--- config.mk ---
export PLATFORM = sky130hd
export DESIGN_NAME = buck1_control
export DESIGN_NICKNAME = d
export VERILOG_FILES = /design/src/logic/buck1_pkg.sv /design/src/logic/pin_sync.sv /design/src/logic/step_timer.sv /design/src/logic/buck1_control.sv
export VERILOG_INCLUDE_DIRS = /design/src /design/src/logic
export SDC_FILE = /design/constraint.sdc
export NUM_CORES = 1
export LEC_CHECK = 0
export BUFFER_PORTS_ARGS = -buffer_cell sky130_fd_sc_hd__clkbuf_2
export CAP_MARGIN = 0
export CORE_MARGIN = 8
export CORE_UTILIZATION = 40
export CTS_BUF_LIST = sky130_fd_sc_hd__clkbuf_4 sky130_fd_sc_hd__clkbuf_8 sky130_fd_sc_hd__clkbuf_16
export CTS_CLUSTER_DIAMETER = 150
export DETAILED_ROUTE_END_ITERATION = 12
export GPL_TIMING_DRIVEN = 1
export PLACE_DENSITY_LB_ADDON = 0.12
export SYNTH_ARGS = -nofsm -noshare
export SYNTH_HDL_FRONTEND = slang
export SYNTH_SLANG_ARGS = --single-unit
--- constraint.sdc ---
create_clock -name clk_i -period 5.7 [get_ports clk_i]
set_input_delay 0.57 -clock clk_i [delete_from_list [all_inputs] [get_ports clk_i]]
set_output_delay 0.57 -clock clk_i [all_outputs]
set_load 0.005 [all_outputs]
--- src/logic/buck1_map.svh ---
// register indices, field codes, reset values and timing constants of the buck1 control block
`ifndef BUCK1_MAP_SVH
`define BUCK1_MAP_SVH

// system clock period
`define BUCK1_CLK_NS 20

// register indices; byte address is the index shifted by two
`define BUCK1_SETUP_A_IDX 16'h4056
`define BUCK1_SETUP_B_IDX 16'h4057
`define BUCK1_STATUS_IDX 16'h4058
`define BUCK1_IDX_SHIFT 2
`define BUCK1_REG_W 16

// status word bit positions
`define BUCK1_STS_UV_BIT 0
`define BUCK1_STS_RAMP_BIT 4
`define BUCK1_STS_HC_BIT 8

// reset values
`define BUCK1_RAMP_RST 2'h2
`define BUCK1_INVERT_RST 1'b0
`define BUCK1_RATE_SEL_RST 2'h0
`define BUCK1_FLOAT_RST 1'b0
`define BUCK1_SS_RST 2'h0
`define BUCK1_CAP_RST 2'h0
`define BUCK1_SRC_RST 2'h0
`define BUCK1_VPICK_RST 1'b0
`define BUCK1_THR_RST 3'h0
`define BUCK1_DET_RST 1'b0

// ramp interval codes
`define BUCK1_RAMP_FASTEST 2'h2
`define BUCK1_RAMP_IMMEDIATE 2'h3

// hardware control source bits
`define BUCK1_HWC_IN1_BIT 0
`define BUCK1_HWC_IN2_BIT 1

// timing: shortest ramp interval and shortest soft-start step
`define BUCK1_RAMP_FAST_NS 8000
`define BUCK1_SS_SHORT_NS 32000
`define BUCK1_SS_LAST 3'h7
`define BUCK1_TMR_W 16

`endif

--- src/logic/buck1_pkg.sv ---
// types shared by the buck1 control block
package buck1_pkg;

  typedef logic [6:0] vcode_t;

  typedef enum logic [1:0] {
    MODE_FCCM = 2'b00,
    MODE_OFF = 2'b01,
    MODE_LDO = 2'b10,
    MODE_HYST = 2'b11
  } op_mode_t;

  typedef enum logic [1:0] {
    UV_IGNORE = 2'b00,
    UV_CONV_OFF = 2'b01,
    UV_SYS_RESET = 2'b10,
    UV_RESERVED = 2'b11
  } uv_action_t;

  typedef enum logic [1:0] {
    PS_OFF = 2'b00,
    PS_SOFTSTART = 2'b01,
    PS_RUN = 2'b10
  } power_state_t;

  typedef enum logic {
    BUS_IDLE = 1'b0,
    BUS_WAIT = 1'b1
  } bus_state_t;

  // first control register, laid out bit for bit
  typedef struct packed {
    logic [1:0] buck1_ramp_interval;
    logic rsv13;
    logic buck1_clock_invert;
    logic [1:0] rsv11_10;
    logic [1:0] buck1_switch_rate_sel;
    logic buck1_output_float;
    logic rsv6;
    logic [1:0] buck1_softstart_step;
    logic [1:0] rsv3_2;
    logic [1:0] buck1_capacitor_range;
  } setup_a_t;

  // second control register, laid out bit for bit
  typedef struct packed {
    uv_action_t buck1_undervoltage_action;
    logic rsv13;
    logic [1:0] buck1_hwctl_source;
    logic buck1_hwctl_voltage_pick;
    op_mode_t buck1_hwctl_op_mode;
    logic rsv7;
    logic [2:0] buck1_overload_threshold;
    logic [2:0] rsv3_1;
    logic buck1_overload_detect_en;
  } setup_b_t;

  // everything the analogue stage receives
  typedef struct packed {
    logic enable;
    logic discharge;
    logic clock_invert;
    logic [1:0] switch_rate_sel;
    logic [1:0] capacitor_range;
    op_mode_t op_mode;
    logic [2:0] softstart_level;
    logic [2:0] overload_threshold;
    logic overload_detect_en;
    vcode_t voltage;
  } stage_ctrl_t;

endpackage

--- src/logic/pin_sync.sv ---
// three-stage pin synchroniser; the output moves once stages two and three agree
module pin_sync #(
  parameter int unsigned W = 4
) (
  // clock and reset
  input wire logic clk_i,
  input wire logic rst_b_i,
  // pins and filtered levels
  input wire logic [W-1:0] pin_i,
  output logic [W-1:0] level_o
);
  genvar g;
  generate
    for (g = 0; g < W; g++)
    begin : g_bit
      logic s1_reg, s2_reg, s3_reg, lvl_reg;
      logic lvl_next;
      always_comb
      begin
        lvl_next = (s2_reg == s3_reg) ? s3_reg : lvl_reg;
      end
      always_ff @(posedge clk_i or negedge rst_b_i)
      begin
        if (!rst_b_i)
        begin
          s1_reg <= 1'b0;
          s2_reg <= 1'b0;
          s3_reg <= 1'b0;
          lvl_reg <= 1'b0;
        end
        else
        begin
          s1_reg <= pin_i[g];
          s2_reg <= s1_reg;
          s3_reg <= s2_reg;
          lvl_reg <= lvl_next;
        end
      end
      assign level_o[g] = lvl_reg;
    end
  endgenerate
endmodule

--- src/logic/step_timer.sv ---
// interval timer: one-cycle tick every period cycles while run is high
module step_timer #(
  parameter int unsigned W = 16
) (
  // clock and reset
  input wire logic clk_i,
  input wire logic rst_b_i,
  // control
  input wire logic run_i,
  input wire logic [W-1:0] period_i,
  // tick
  output logic tick_o
);
  logic [W-1:0] cnt_reg, cnt_next;
  logic tick_reg, tick_next;

  always_comb
  begin
    cnt_next = '0;
    tick_next = 1'b0;
    // restart from zero whenever run drops so each interval is whole
    if (run_i)
    begin
      if (cnt_reg + W'(1) >= period_i)
        tick_next = 1'b1;
      else
        cnt_next = cnt_reg + W'(1);
    end
  end

  always_ff @(posedge clk_i or negedge rst_b_i)
  begin
    if (!rst_b_i)
    begin
      cnt_reg <= '0;
      tick_reg <= 1'b0;
    end
    else
    begin
      cnt_reg <= cnt_next;
      tick_reg <= tick_next;
    end
  end

  assign tick_o = tick_reg;
endmodule

--- src/logic/buck1_control.sv ---
// buck1 control registers with ramp, soft-start, hardware control and undervoltage handling
//
// How it works
// RQ1: ramp code picks 32/16/8us steps or immediate
// RQ2: ramp field bits 15:14, resets to 10
// RQ3: bit 12 inverts switching clock phase
// RQ4: bits 9:8 pick 2MHz or 4MHz
// RQ5: frequency and capacitor writable only during config load
// RQ6: bit 7 floats output, else discharges when off
// RQ7: eight soft-start steps of 32 to 256us
// RQ8: bits 1:0 tell output capacitor range
// RQ9: undervoltage action: ignore, converter off, system reset
// RQ10: every undervoltage event raises an interrupt
// RQ11: bits 12:11 pick hardware control input
// RQ12: bit 10 picks on or sleep voltage
// RQ13: bits 9:8 mode under hardware control, reset 11
// RQ14: threshold code gives 125mA times code plus one
// RQ15: bit 0 enables high-current detection
// RQ16: undervoltage flag follows undervoltage condition
// RQ17: overload flag high while current exceeds threshold
// RQ18: voltage steps once per interval until target
// RQ19: hardware settings apply only while input asserted
//
// Chosen here: the AHB-Lite interface to the registers.
`include "buck1_map.svh"

module buck1_control #(
  parameter int unsigned TW = `BUCK1_TMR_W,
  parameter int unsigned RAMP_BASE_CYCLES = `BUCK1_RAMP_FAST_NS / `BUCK1_CLK_NS,
  parameter int unsigned SS_BASE_CYCLES = `BUCK1_SS_SHORT_NS / `BUCK1_CLK_NS
) (
  // clock and reset
  input wire logic clk_i,
  input wire logic rst_b_i,
  // ahb-lite slave
  input wire logic hsel_i,
  input wire logic [31:0] haddr_i,
  input wire logic [1:0] htrans_i,
  input wire logic hwrite_i,
  input wire logic [2:0] hsize_i,
  input wire logic [31:0] hwdata_i,
  input wire logic hready_i,
  output logic hreadyout_o,
  output logic hresp_o,
  output logic [31:0] hrdata_o,
  // configuration loader, same clock
  input wire logic otp_load_i,
  input wire logic eeprom_config_load_i,
  // settings held by neighbouring registers, same clock
  input wire logic enable_i,
  input wire buck1_pkg::op_mode_t normal_mode_i,
  input wire buck1_pkg::vcode_t buck1_on_voltage_i,
  input wire buck1_pkg::vcode_t buck1_sleep_voltage_i,
  // asynchronous pins
  input wire logic hwctl1_i,
  input wire logic hwctl2_i,
  input wire logic undervoltage_i,
  input wire logic overload_i,
  // analogue stage
  output buck1_pkg::stage_ctrl_t stage_o,
  // status and events
  output logic buck1_undervoltage_flag_o,
  output logic buck1_overload_flag_o,
  output logic uv_irq_o,
  output logic sys_reset_req_o
);
  import buck1_pkg::*;

  // reset release
  logic [1:0] rst_pipe_reg;
  logic rst_n;

  always_ff @(posedge clk_i or negedge rst_b_i)
  begin
    if (!rst_b_i)
      rst_pipe_reg <= 2'h0;
    else
      rst_pipe_reg <= {rst_pipe_reg[0], 1'b1};
  end
  assign rst_n = rst_pipe_reg[1];

  // pin synchronisers
  logic [3:0] pins_s;
  logic hw1_s, hw2_s, uv_s, oc_s;

  pin_sync #(.W(4)) u_sync (
    .clk_i(clk_i),
    .rst_b_i(rst_n),
    .pin_i({overload_i, undervoltage_i, hwctl2_i, hwctl1_i}),
    .level_o(pins_s)
  );
  assign {oc_s, uv_s, hw2_s, hw1_s} = pins_s;

  // state declarations
  bus_state_t bus_reg, bus_next;
  logic [31:0] addr_reg, addr_next;
  logic wr_reg, wr_next;
  logic ready_reg, ready_next;
  logic [31:0] rdata_reg, rdata_next;
  setup_a_t a_reg, a_next;
  setup_b_t b_reg, b_next;
  power_state_t ps_reg, ps_next;
  logic [2:0] ss_reg, ss_next;
  vcode_t vout_reg, vout_next;
  logic conv_off_reg, conv_off_next;
  logic uv_prev_reg, uv_prev_next;
  logic irq_reg, irq_next;
  logic rstreq_reg, rstreq_next;
  logic uvf_reg, uvf_next;
  logic hcf_reg, hcf_next;
  stage_ctrl_t stage_reg, stage_next;

  // shared combinational terms
  logic cfg_load;
  logic hw_active;
  op_mode_t eff_mode;
  vcode_t target;
  logic want_on;
  logic uv_rise;
  logic ramp_run, ramp_tick, ss_tick;
  logic [TW-1:0] ramp_period, ss_period;
  logic [`BUCK1_REG_W-1:0] status_word;
  logic [31:0] idx;

  assign cfg_load = otp_load_i | eeprom_config_load_i;

  // bus and register file
  always_comb
  begin
    setup_a_t wa;
    setup_b_t wb;
    wa = setup_a_t'(hwdata_i[`BUCK1_REG_W-1:0]);
    wb = setup_b_t'(hwdata_i[`BUCK1_REG_W-1:0]);
    bus_next = bus_reg;
    addr_next = addr_reg;
    wr_next = wr_reg;
    ready_next = ready_reg;
    rdata_next = rdata_reg;
    a_next = a_reg;
    b_next = b_reg;
    idx = addr_reg >> `BUCK1_IDX_SHIFT;
    status_word = '0;
    status_word[`BUCK1_STS_UV_BIT] = uvf_reg;
    status_word[`BUCK1_STS_RAMP_BIT] = ramp_run;
    status_word[`BUCK1_STS_HC_BIT] = hcf_reg;
    case (bus_reg)
      BUS_IDLE:
      begin
        if (hsel_i && htrans_i[1] && hready_i)
        begin
          addr_next = haddr_i;
          wr_next = hwrite_i;
          ready_next = 1'b0;
          bus_next = BUS_WAIT;
        end
      end
      BUS_WAIT:
      begin
        // one wait state: write data is stable and read data comes from a flop
        ready_next = 1'b1;
        bus_next = BUS_IDLE;
        rdata_next = '0;
        if (idx == 32'(`BUCK1_SETUP_A_IDX))
        begin
          if (wr_reg)
          begin
            a_next.buck1_ramp_interval = wa.buck1_ramp_interval; // [RQ2]
            a_next.buck1_clock_invert = wa.buck1_clock_invert; // [RQ3]
            a_next.buck1_output_float = wa.buck1_output_float; // [RQ6]
            a_next.buck1_softstart_step = wa.buck1_softstart_step; // [RQ7]
            if (cfg_load)
            begin
              a_next.buck1_switch_rate_sel = wa.buck1_switch_rate_sel; // [RQ5] [RQ4]
              a_next.buck1_capacitor_range = wa.buck1_capacitor_range; // [RQ5] [RQ8]
            end
          end
          else
            rdata_next = 32'(a_reg);
        end
        else if (idx == 32'(`BUCK1_SETUP_B_IDX))
        begin
          if (wr_reg)
          begin
            b_next.buck1_undervoltage_action = wb.buck1_undervoltage_action; // [RQ9]
            b_next.buck1_hwctl_source = wb.buck1_hwctl_source; // [RQ11]
            b_next.buck1_hwctl_voltage_pick = wb.buck1_hwctl_voltage_pick; // [RQ12]
            b_next.buck1_hwctl_op_mode = wb.buck1_hwctl_op_mode; // [RQ13]
            b_next.buck1_overload_threshold = wb.buck1_overload_threshold; // [RQ14]
            b_next.buck1_overload_detect_en = wb.buck1_overload_detect_en; // [RQ15]
          end
          else
            rdata_next = 32'(b_reg);
        end
        else if (idx == 32'(`BUCK1_STATUS_IDX))
        begin
          if (!wr_reg)
            rdata_next = 32'(status_word); // [RQ16] [RQ17]
        end
      end
      default:
      begin
        bus_next = BUS_IDLE;
        ready_next = 1'b1;
      end
    endcase
  end

  always_ff @(posedge clk_i or negedge rst_n)
  begin
    if (!rst_n)
    begin
      bus_reg <= BUS_IDLE;
      addr_reg <= 32'h0;
      wr_reg <= 1'b0;
      ready_reg <= 1'b1;
      rdata_reg <= 32'h0;
      a_reg <= '{buck1_ramp_interval: `BUCK1_RAMP_RST, // [RQ2]
                 buck1_clock_invert: `BUCK1_INVERT_RST,
                 buck1_switch_rate_sel: `BUCK1_RATE_SEL_RST,
                 buck1_output_float: `BUCK1_FLOAT_RST,
                 buck1_softstart_step: `BUCK1_SS_RST,
                 buck1_capacitor_range: `BUCK1_CAP_RST,
                 default: '0};
      b_reg <= '{buck1_undervoltage_action: UV_IGNORE,
                 buck1_hwctl_source: `BUCK1_SRC_RST,
                 buck1_hwctl_voltage_pick: `BUCK1_VPICK_RST,
                 buck1_hwctl_op_mode: MODE_HYST, // [RQ13]
                 buck1_overload_threshold: `BUCK1_THR_RST,
                 buck1_overload_detect_en: `BUCK1_DET_RST, // [RQ15]
                 default: '0};
    end
    else
    begin
      bus_reg <= bus_next;
      addr_reg <= addr_next;
      wr_reg <= wr_next;
      ready_reg <= ready_next;
      rdata_reg <= rdata_next;
      a_reg <= a_next;
      b_reg <= b_next;
    end
  end

  // interval timers
  assign ramp_period = TW'(RAMP_BASE_CYCLES)
    << (`BUCK1_RAMP_FASTEST - a_reg.buck1_ramp_interval); // [RQ1]
  assign ss_period = TW'(SS_BASE_CYCLES) << a_reg.buck1_softstart_step; // [RQ7]
  assign ramp_run = (ps_reg == PS_RUN) && (vout_reg != target)
    && (a_reg.buck1_ramp_interval != `BUCK1_RAMP_IMMEDIATE);

  step_timer #(.W(TW)) u_ramp_tmr (
    .clk_i(clk_i),
    .rst_b_i(rst_n),
    .run_i(ramp_run),
    .period_i(ramp_period),
    .tick_o(ramp_tick)
  );

  step_timer #(.W(TW)) u_ss_tmr (
    .clk_i(clk_i),
    .rst_b_i(rst_n),
    .run_i(ps_reg == PS_SOFTSTART),
    .period_i(ss_period),
    .tick_o(ss_tick)
  );

  // operating point selection
  always_comb
  begin
    hw_active = (b_reg.buck1_hwctl_source[`BUCK1_HWC_IN1_BIT] & hw1_s)
      | (b_reg.buck1_hwctl_source[`BUCK1_HWC_IN2_BIT] & hw2_s); // [RQ11] [RQ19]
    eff_mode = hw_active ? b_reg.buck1_hwctl_op_mode : normal_mode_i; // [RQ13] [RQ19]
    if (hw_active && b_reg.buck1_hwctl_voltage_pick)
      target = buck1_sleep_voltage_i; // [RQ12]
    else
      target = buck1_on_voltage_i; // [RQ19]
    want_on = enable_i && (eff_mode != MODE_OFF) && !conv_off_reg;
    uv_rise = uv_s && !uv_prev_reg;
  end

  // power sequencing, ramp and undervoltage handling
  always_comb
  begin
    ps_next = ps_reg;
    ss_next = ss_reg;
    vout_next = vout_reg;
    uv_prev_next = uv_s;
    irq_next = uv_rise; // [RQ10]
    rstreq_next = uv_rise && (b_reg.buck1_undervoltage_action == UV_SYS_RESET); // [RQ9]
    // a new undervoltage beats the clear caused by software disabling
    if (uv_s && (b_reg.buck1_undervoltage_action == UV_CONV_OFF))
      conv_off_next = 1'b1; // [RQ9]
    else if (!enable_i)
      conv_off_next = 1'b0;
    else
      conv_off_next = conv_off_reg;
    uvf_next = uv_s; // [RQ16]
    hcf_next = b_reg.buck1_overload_detect_en && oc_s; // [RQ15] [RQ17]
    case (ps_reg)
      PS_OFF:
      begin
        ss_next = 3'h0;
        if (want_on)
          ps_next = PS_SOFTSTART;
      end
      PS_SOFTSTART:
      begin
        if (!want_on)
          ps_next = PS_OFF;
        else if (ss_tick)
        begin
          if (ss_reg == `BUCK1_SS_LAST)
            ps_next = PS_RUN; // [RQ7]
          else
            ss_next = ss_reg + 3'h1; // [RQ7]
        end
      end
      PS_RUN:
      begin
        if (!want_on)
          ps_next = PS_OFF;
      end
      default:
        ps_next = PS_OFF;
    endcase
    // off or starting: sit on the target so the ramp starts from it
    if (ps_reg != PS_RUN)
      vout_next = target;
    else if (a_reg.buck1_ramp_interval == `BUCK1_RAMP_IMMEDIATE)
      vout_next = target; // [RQ1]
    else if (ramp_tick && (vout_reg < target))
      vout_next = vout_reg + vcode_t'(1); // [RQ18]
    else if (ramp_tick && (vout_reg > target))
      vout_next = vout_reg - vcode_t'(1); // [RQ18]
    stage_next.enable = (ps_reg != PS_OFF);
    stage_next.discharge = (ps_reg == PS_OFF) && !a_reg.buck1_output_float; // [RQ6]
    stage_next.clock_invert = a_reg.buck1_clock_invert; // [RQ3]
    stage_next.switch_rate_sel = a_reg.buck1_switch_rate_sel; // [RQ4]
    stage_next.capacitor_range = a_reg.buck1_capacitor_range; // [RQ8]
    stage_next.op_mode = eff_mode; // [RQ13]
    stage_next.softstart_level = ss_reg;
    stage_next.overload_threshold = b_reg.buck1_overload_threshold; // [RQ14]
    stage_next.overload_detect_en = b_reg.buck1_overload_detect_en;
    stage_next.voltage = vout_reg;
  end

  always_ff @(posedge clk_i or negedge rst_n)
  begin
    if (!rst_n)
    begin
      ps_reg <= PS_OFF;
      ss_reg <= 3'h0;
      vout_reg <= '0;
      conv_off_reg <= 1'b0;
      uv_prev_reg <= 1'b0;
      irq_reg <= 1'b0;
      rstreq_reg <= 1'b0;
      uvf_reg <= 1'b0;
      hcf_reg <= 1'b0;
      stage_reg <= '{op_mode: MODE_FCCM, default: '0};
    end
    else
    begin
      ps_reg <= ps_next;
      ss_reg <= ss_next;
      vout_reg <= vout_next;
      conv_off_reg <= conv_off_next;
      uv_prev_reg <= uv_prev_next;
      irq_reg <= irq_next;
      rstreq_reg <= rstreq_next;
      uvf_reg <= uvf_next;
      hcf_reg <= hcf_next;
      stage_reg <= stage_next;
    end
  end

  // outputs, all from flops except hresp_o, which is tied low
  assign hreadyout_o = ready_reg;
  assign hresp_o = 1'b0;
  assign hrdata_o = rdata_reg;
  assign stage_o = stage_reg;
  assign buck1_undervoltage_flag_o = uvf_reg;
  assign buck1_overload_flag_o = hcf_reg;
  assign uv_irq_o = irq_reg;
  assign sys_reset_req_o = rstreq_reg;
endmodule

==> metrics.txt, run 1 <==
status complete, no violations; combinational family with the most area after synthesis simple AND/OR/NAND/NOR gates; #FFs+latches synth between 150 and 200; Critical Path Fanout Max 7; skew final a little over 9 ps; fmax ~0.23 GHz; number of flip-flops in the largest register 30; clk root buf clkbuf_16; Syn Std Cell Area 7380 um2; crit start category flop; hold depth 1; Max Slew Vio Count 0; ANT nets after route 0; slew at the pin closest to its max-slew limit just under 900 ps; Synth top area share a little over half; Synth Area in XOR/XNOR 3.323%; Ys Warns 0; Cell Chain, Critical Path a22oi_2 -> nand2b_1 -> mux2i_1 -> ha_1 -> a211oi_1 -> nor2_1 -> a211o_1 -> fa_1 -> a211oi_1 -> o21bai_1 -> a21oi_1 -> xnor2_1 -> or3_1 -> and3_1; DRC 0; ANT cells 0; total number of vias about 5.1k; Avg Cell Area, Syn around 11 um2; final WL 16.53 mm; initial antenna violation count 0; Hold WC Path Type input port to flop; GRT Total Usage between 10% and 20%; Yosys top cell by area dfrtp_1; Compound-Gate Fraction of Synth Area 7.714%; Comb power frac 6.2%; Register-to-Register Path Depth 14; Max Cap Viol 0; Slowest-stage cell, CP fa_1; Post-synth top flop dfrtp_1; Clock Latency Late Sink 420 ps; Remaining Overflow, GRT 0; most common cell after layout, fill and taps aside dfrtp_1; synth-to-layout area growth 18.74%; Crit path top cell by count a211oi_1; Core Util, Final between 40% and 50%; footprint of the multi-input gates around 3100 um2; CTS tree done; RSZ-0062 raised after global routing false; Fin. Hold Viols 0; CTS H-tree lvls 4; number of global-route vias before repair ~5.5k; global-route wire length before repair around 28 mm; clk sink count 159; Adder-Cell Fraction of Synth Area 7.935%; Hold Buf Count CTS 1; dpl cell area approximately 8100 um2; Num CTS Buffers 17; Setup TNS 0 ps; height of the chip 151.8 um; # fillers 1711; Seq pwr share between 40% and 50%; clock slew at reported path FFs 60 ps; internal power between 0.002 and 0.0025 W; Post-CTS Setup Repair Bufs 0; final instance area between 8000 and 9000 um2; post-synthesis sequential area ratio 53.98%; CTS resizes 0; fin crit period around 4300 ps; leakage power between 4 and 5 nW; final setup vio count 0; DP HPWL ~12 mm; reg2reg setup slack 1390 ps; Netlist cell types approximately 70; commonest cells after routing, fill and taps aside dfrtp_1 (154), nand2_1 (115), clkbuf_2 (112); DR pass1 iterations 4; Worst Path Required around 6000 ps; Worst Setup End Kind flop; Max clock buf depth 2; number of synthesized flops with an enable pin 0; Tcrit/Tclk final 75.58%; Simple-Gate Fraction of Synth Area roughly 18%; Port Buffer Count 112; Initial Utilization around two fifths; row cnt 49; Crit Path Category flop to flop; synth top area cells dfrtp_1 (53%), ha_1 (7.1%), nand2_1 (5.8%); Pwr Density 297.0 nW/um2; area taken by flip-flops and latches around 4000 um2; WP data arrival around 4600 ps; FFs w/ async S/R, synth between 90% and 100%; # nets final slightly above 900; die area about 23000 um2; share of cells above drive strength 1 between 20% and 30%; Peak VDD IR ~0.22 mV; Initial DRC Count ~230; clock network power share a little under half; DR WL/cell around 16 um; Psw between 0.0005 and 0.0006 W; Post-Syn Instances between 600 and 700; pin count of the biggest net entering global routing 65; DR vias/cell around 5; # IOs between 150 and 200; Slowest Stage Delay on Critical Path about 470 ps; mux cell area share after synthesis 4.544%; Core ar. ~18000 um2; Die Wd 151.8 um; Rel. slew slack roughly 40%; RD Place Congestion 0.8429; Sw Ratio roughly 23%
layer usage:
layer / GRT usage (%) / vias up / part of all wire [%] / wire [um]
li1: - / 2465 / - / -
met1: 18.37 / 2469 / 45 / 7411
met2: 24.07 / 125 / 48 / 8011
met3: 3.669 / 26 / 4.7 / 776
met4: 5.752 / 0 / 2.0 / 332
met5: 0 / - / 0 / 0
worst paths after layout:
check / start / end
hold / removal: hwctl1_i / u_sync.g_bit[0].s1_reg$_DFF_PN0_
hold reg to reg: u_sync.g_bit[1].s1_reg$_DFF_PN0_ / u_sync.g_bit[1].s2_reg$_DFF_PN0_
min in group asynchronous: rst_pipe_reg[1]$_DFF_PN0_ / a_reg[0]$_DFFE_PN0P_
max in group asynchronous: rst_pipe_reg[1]$_DFF_PN0_ / a_reg[5]$_DFFE_PN0P_
setup reg to reg: b_reg[11]$_DFFE_PN0P_ / vout_reg[6]$_DFFE_PN0P_
setup / recovery: b_reg[11]$_DFFE_PN0P_ / vout_reg[6]$_DFFE_PN0P_
synth_stat cells (6+ instances only):
master and instances:
nor2_1 33, nand2_1 115, ha_1 42, clkbuf_1 9, nor2b_1 11, inv_1 31
mux2_1 16, nand3_1 14, buf_4 22, a211oi_1 6, mux2i_1 11, nor2b_4 6
dfrtp_1 155, nand2b_1 6, nor4_1 6, o21ai_0 22, o2bb2ai_1 10, xnor2_1 14
a21oi_1 17, xor2_1 14
power groups by stage:
stage / clock, W / combinational (W) / sequential [W]
2_1_floorplan: 0 / 0.000108 / 0.00125
3_3_place_gp: 0 / 0.000159 / 0.00126
3_5_place_dp: 0 / 0.000163 / 0.00126
4_1_cts: 0.00123 / 0.000164 / 0.00124
5_1_grt: 0.00128 / 0.000188 / 0.00125
6_report: 0.00120 / 0.000162 / 0.00124
worst max-delay path: cells and delay by family, from the launching register on:
kind            cells  cell delay, ps
mux                 1             330
flops               1             400
xor+xnor            1             100
compound gates      6            1590
simple gates        4            1010
fa+ha+maj           2             760
logic make-up after synthesis:
logic type	count (synthesis)
xor+xnor	28
compound gates	86
simple gates	243
flops	159
buf+inv	68
other cells	2
mux	31
fa+ha+maj	47
area by class of cell:
type | instances | area share [%]
clock buffer | 19 | 5.026
clock inverter | 13 | 2.170
inverter | 32 | 1.371
multi-input combinational | 462 | 35.80
sequential | 159 | 45.51
tap | 229 | 3.270
timing repair buffer | 117 | 6.854
through the flow:
step           worst slack, ps  std cells  power, W  hold slack, ps
6_report                  1392       1031  0.002602           253.2
5_1_grt                   1088       1031  0.002722           239.7
4_1_cts                   1349       1031  0.002637           233.3
3_5_place_dp              1365        998  0.001427           338.0
3_3_place_gp              1493        998  0.001420           337.8
2_1_floorplan            948.7        689  0.001362           274.4
Note: power is estimated with default switching activity, not from simulation.
==> run 2, diff against run 1 <==
Clock period 5.7 ns to 3.6 ns, I/O delays scaled along.
==> run 2 against run 1 <==
Against the previous run: hold slack worse by 210 ps; register-to-register slack worse by 1400 ps; worst setup slack worse by 1400 ps; critical path depth is 1 higher; combinational power is 91% higher; sequential power is 58% higher; global-route usage is 0.52 points higher; clock power is 53% higher; final cell count is 3.2% higher; core utilization is 2.3 points higher; non-clock buffer count is 33 higher; largest power group unchanged.
==> metrics.txt, run 2 (same netlist as run 1, synthesis figures left out) <==
status complete, no violations (unchanged); RD Place Congestion 0.8348 (was 0.8429); Core ar. 18020 um2 (unchanged); global-route wire length before repair 28.61 mm (was 27.81 mm); R2R Path End vout_reg[6]$_DFFE_PN0P_ (unchanged); Max Slew Vio Count 0 (unchanged); share of cells above drive strength 1 28.06% (was 22.69%); Port Buffer Count 112 (unchanged); commonest cells after routing, fill and taps aside dfrtp_1 (154), nand2_1 (115), clkbuf_2 (112) (unchanged); Pwr Density 447.2 nW/um2 (was 297.0 nW/um2); DR vias/cell 4.843 (was 4.932); Remaining Overflow, GRT 0 (unchanged); Tcrit/Tclk final 99.83% (was 75.58%); Die Wd 151.8 um (unchanged); RSZ-0062 raised after global routing true (was false); # nets final 962 (was 929); synth-to-layout area growth 24.36% (was 18.74%); Crit Path Category flop to flop (unchanged); leakage power 4.513 nW (was 4.354 nW); Max clock buf depth 2 (unchanged); final instance area 9178 um2 (was 8762 um2); Slowest Stage Delay on Critical Path 390 ps (was 470 ps); Slowest-stage cell, CP dfrtp_1 (was fa_1); Critical path buffers and inverters 2 (was 0); Hold WC Path Type input port to flop (unchanged); total power 0.004104 W (was 0.002602 W); Worst setup endpoint vout_reg[6]$_DFFE_PN0P_ (unchanged); DP HPWL 12.57 mm (was 12.37 mm); Setup TNS 0 ps (unchanged); crit start category flop (unchanged); GRT Total Usage 15.25% (was 14.72%); die area 23050 um2 (unchanged); number of flip-flops in the largest register 30 (unchanged); clk root buf clkbuf_16 (unchanged); # IOs 158 (unchanged); Core Util, Final 50.92% (was 48.61%); # fillers 1634 (was 1711); skew final 8.892 ps (was 9.059 ps); critical path launch point u_sync.g_bit[0].lvl_reg$_DFFE_PN0N_ (was b_reg[11]$_DFFE_PN0P_); clock slew at reported path FFs 60 ps (about the same); CTS H-tree lvls 4 (unchanged); total number of vias 5153 (was 5085); Peak VDD IR 0.3293 mV (was 0.2159 mV); dpl ws -182.2 ps (was 1365 ps); height of the chip 151.8 um (unchanged); CP top delay family compound AO/OA/AOI/OAI gates (unchanged); clk sink count 159 (unchanged); Worst Path Required 3910 ps (was 6010 ps); Clock Latency Late Sink 420 ps (about the same); Initial DRC Count 198 (was 232); fin crit period 3594 ps (was 4308 ps); final setup vio count 0 (unchanged); DR pass1 iterations 6 (was 4); Max Cap Viol 0 (unchanged); Critical Path Fanout Max 6 (was 7); WP data arrival 3910 ps (was 4610 ps); row cnt 49 (unchanged); Cell Chain, Critical Path a22oi_2 -> nand2b_4 -> buf_6 -> mux2i_4 -> ha_1 -> and4_4 -> a211o_4 -> buf_4 -> ha_4 -> a211oi_4 -> o21bai_1 -> a21oi_1 -> xnor2_1 -> or3_1 -> and3_1 (was a22oi_2 -> nand2b_1 -> mux2i_1 -> ha_1 -> a211oi_1 -> nor2_1 -> a211o_1 -> fa_1 -> a211oi_1 -> o21bai_1 -> a21oi_1 -> xnor2_1 -> or3_1 -> and3_1); Final WS setup 6.237 ps (was 1392 ps); Rel. slew slack 41.36% (was 41.04%); dpl cell area 8317 um2 (was 8122 um2); slew at the pin closest to its max-slew limit 874.2 ps (was 878.9 ps); final WL 17.07 mm (was 16.53 mm); Fin. Hold Viols 0 (unchanged); CTS tree done (unchanged); initial antenna violation count 0 (unchanged); most common cell after layout, fill and taps aside dfrtp_1 (unchanged); worst r2r src u_sync.g_bit[0].lvl_reg$_DFFE_PN0N_ (was b_reg[11]$_DFFE_PN0P_); fmax 0.2783 GHz (was 0.2321 GHz); DRC 0 (unchanged); number of global-route vias before repair 5587 (was 5527); Initial Utilization 40.94% (unchanged); Num CTS Buffers 17 (unchanged); Critical Path Stages 15 (was 14); ANT nets after route 0 (unchanged); pin count of the biggest net entering global routing 82 (was 65); DR WL/cell 16.05 um (was 16.03 um); reg2reg setup slack 6 ps (was 1390 ps); Register-to-Register Path Depth 15 (was 14); Worst Setup End Kind flop (unchanged)
==> run 2: cell types whose count changed in the layout (fill, tap and decap cells not counted), moves of 3 or more <==
cell and change:
mux2i_4 +4, ha_1 -4, mux2i_1 -5, clkbuf_8 +4, ha_4 +4, o21ai_0 -3, buf_4 +30, a211oi_1 -3
inv_6 +3
==> run 2: final cells by class <==
| cell class | count | area, um2 | area share, % |
|---|---|---|---|
| Sequential cell | 159 | 3988 | 43.45 |
| Antenna cell | 1 | 2.502 | 0.02727 |
| Clock buffer | 21 | 480.5 | 5.235 |
| Timing Repair Buffer | 150 | 868.3 | 9.461 |
| Inverter | 32 | 120.1 | 1.309 |
| Tap cell | 229 | 286.5 | 3.122 |
| Multi-Input combinational cell | 462 | 3306 | 36.02 |
| Clock inverter | 10 | 126.4 | 1.377 |
==> run 2: worst reg2reg max path, delay by kind of cell (launching register included) <==
kind	cells	cell delay [ps]
xor gates and xnor gates	1	100
AOI/OAI and AO/OA	5	1110
buffers and inverters	2	300
DFF	1	390
muxes	1	230
adders and majority gates	2	480
and+or+nand+nor	4	880
==> run 2: through the flow <==
step	hold slack, ps	instances
floorplan	64.41	689
global placement	146.0	1018
detailed placement	148.3	1018
CTS	19.49	1060
global route	17.42	1063
finish	39.66	1064
==> run 2: metal layers <==
layer	wire length [um]	GRT usage (%)
met1	7546	18.55
met2	8481	25.27
met3	809	4.798
met4	234	4.762
met5	0	0
==> run 2: power by group <==
group / internal, W / switching [W]
Combinational: 0.000146 / 0.000164
Sequential: 0.00188 / 0.0000779
Clock: 0.00110 / 0.000732
==> run 2: how the worst min path moves through the flow <==
stage | start | to | slack (ps) | cells after the start
finish | hwctl2_i | u_sync.g_bit[1].s1_reg$_DFF_PN0_ | 40 | 1
global route | hwctl2_i | u_sync.g_bit[1].s1_reg$_DFF_PN0_ | 20 | 1
CTS | overload_i | u_sync.g_bit[3].s1_reg$_DFF_PN0_ | 20 | 1
detailed placement | rst_b_i | rst_pipe_reg[0]$_DFF_PN0_ | 150 | 1
global placement | rst_b_i | rst_pipe_reg[0]$_DFF_PN0_ | 150 | 1
floorplan | rst_b_i | rst_pipe_reg[0]$_DFF_PN0_ | 60 | 0
==> run 2: timing repair <==
action,in CTS,in global routing
endpoints found under the setup margin,1,2
pin swaps,15,7
resized for setup,14,14
hold buffers,1,0
buffers inserted,11,3
hold endpoints to repair,2,0
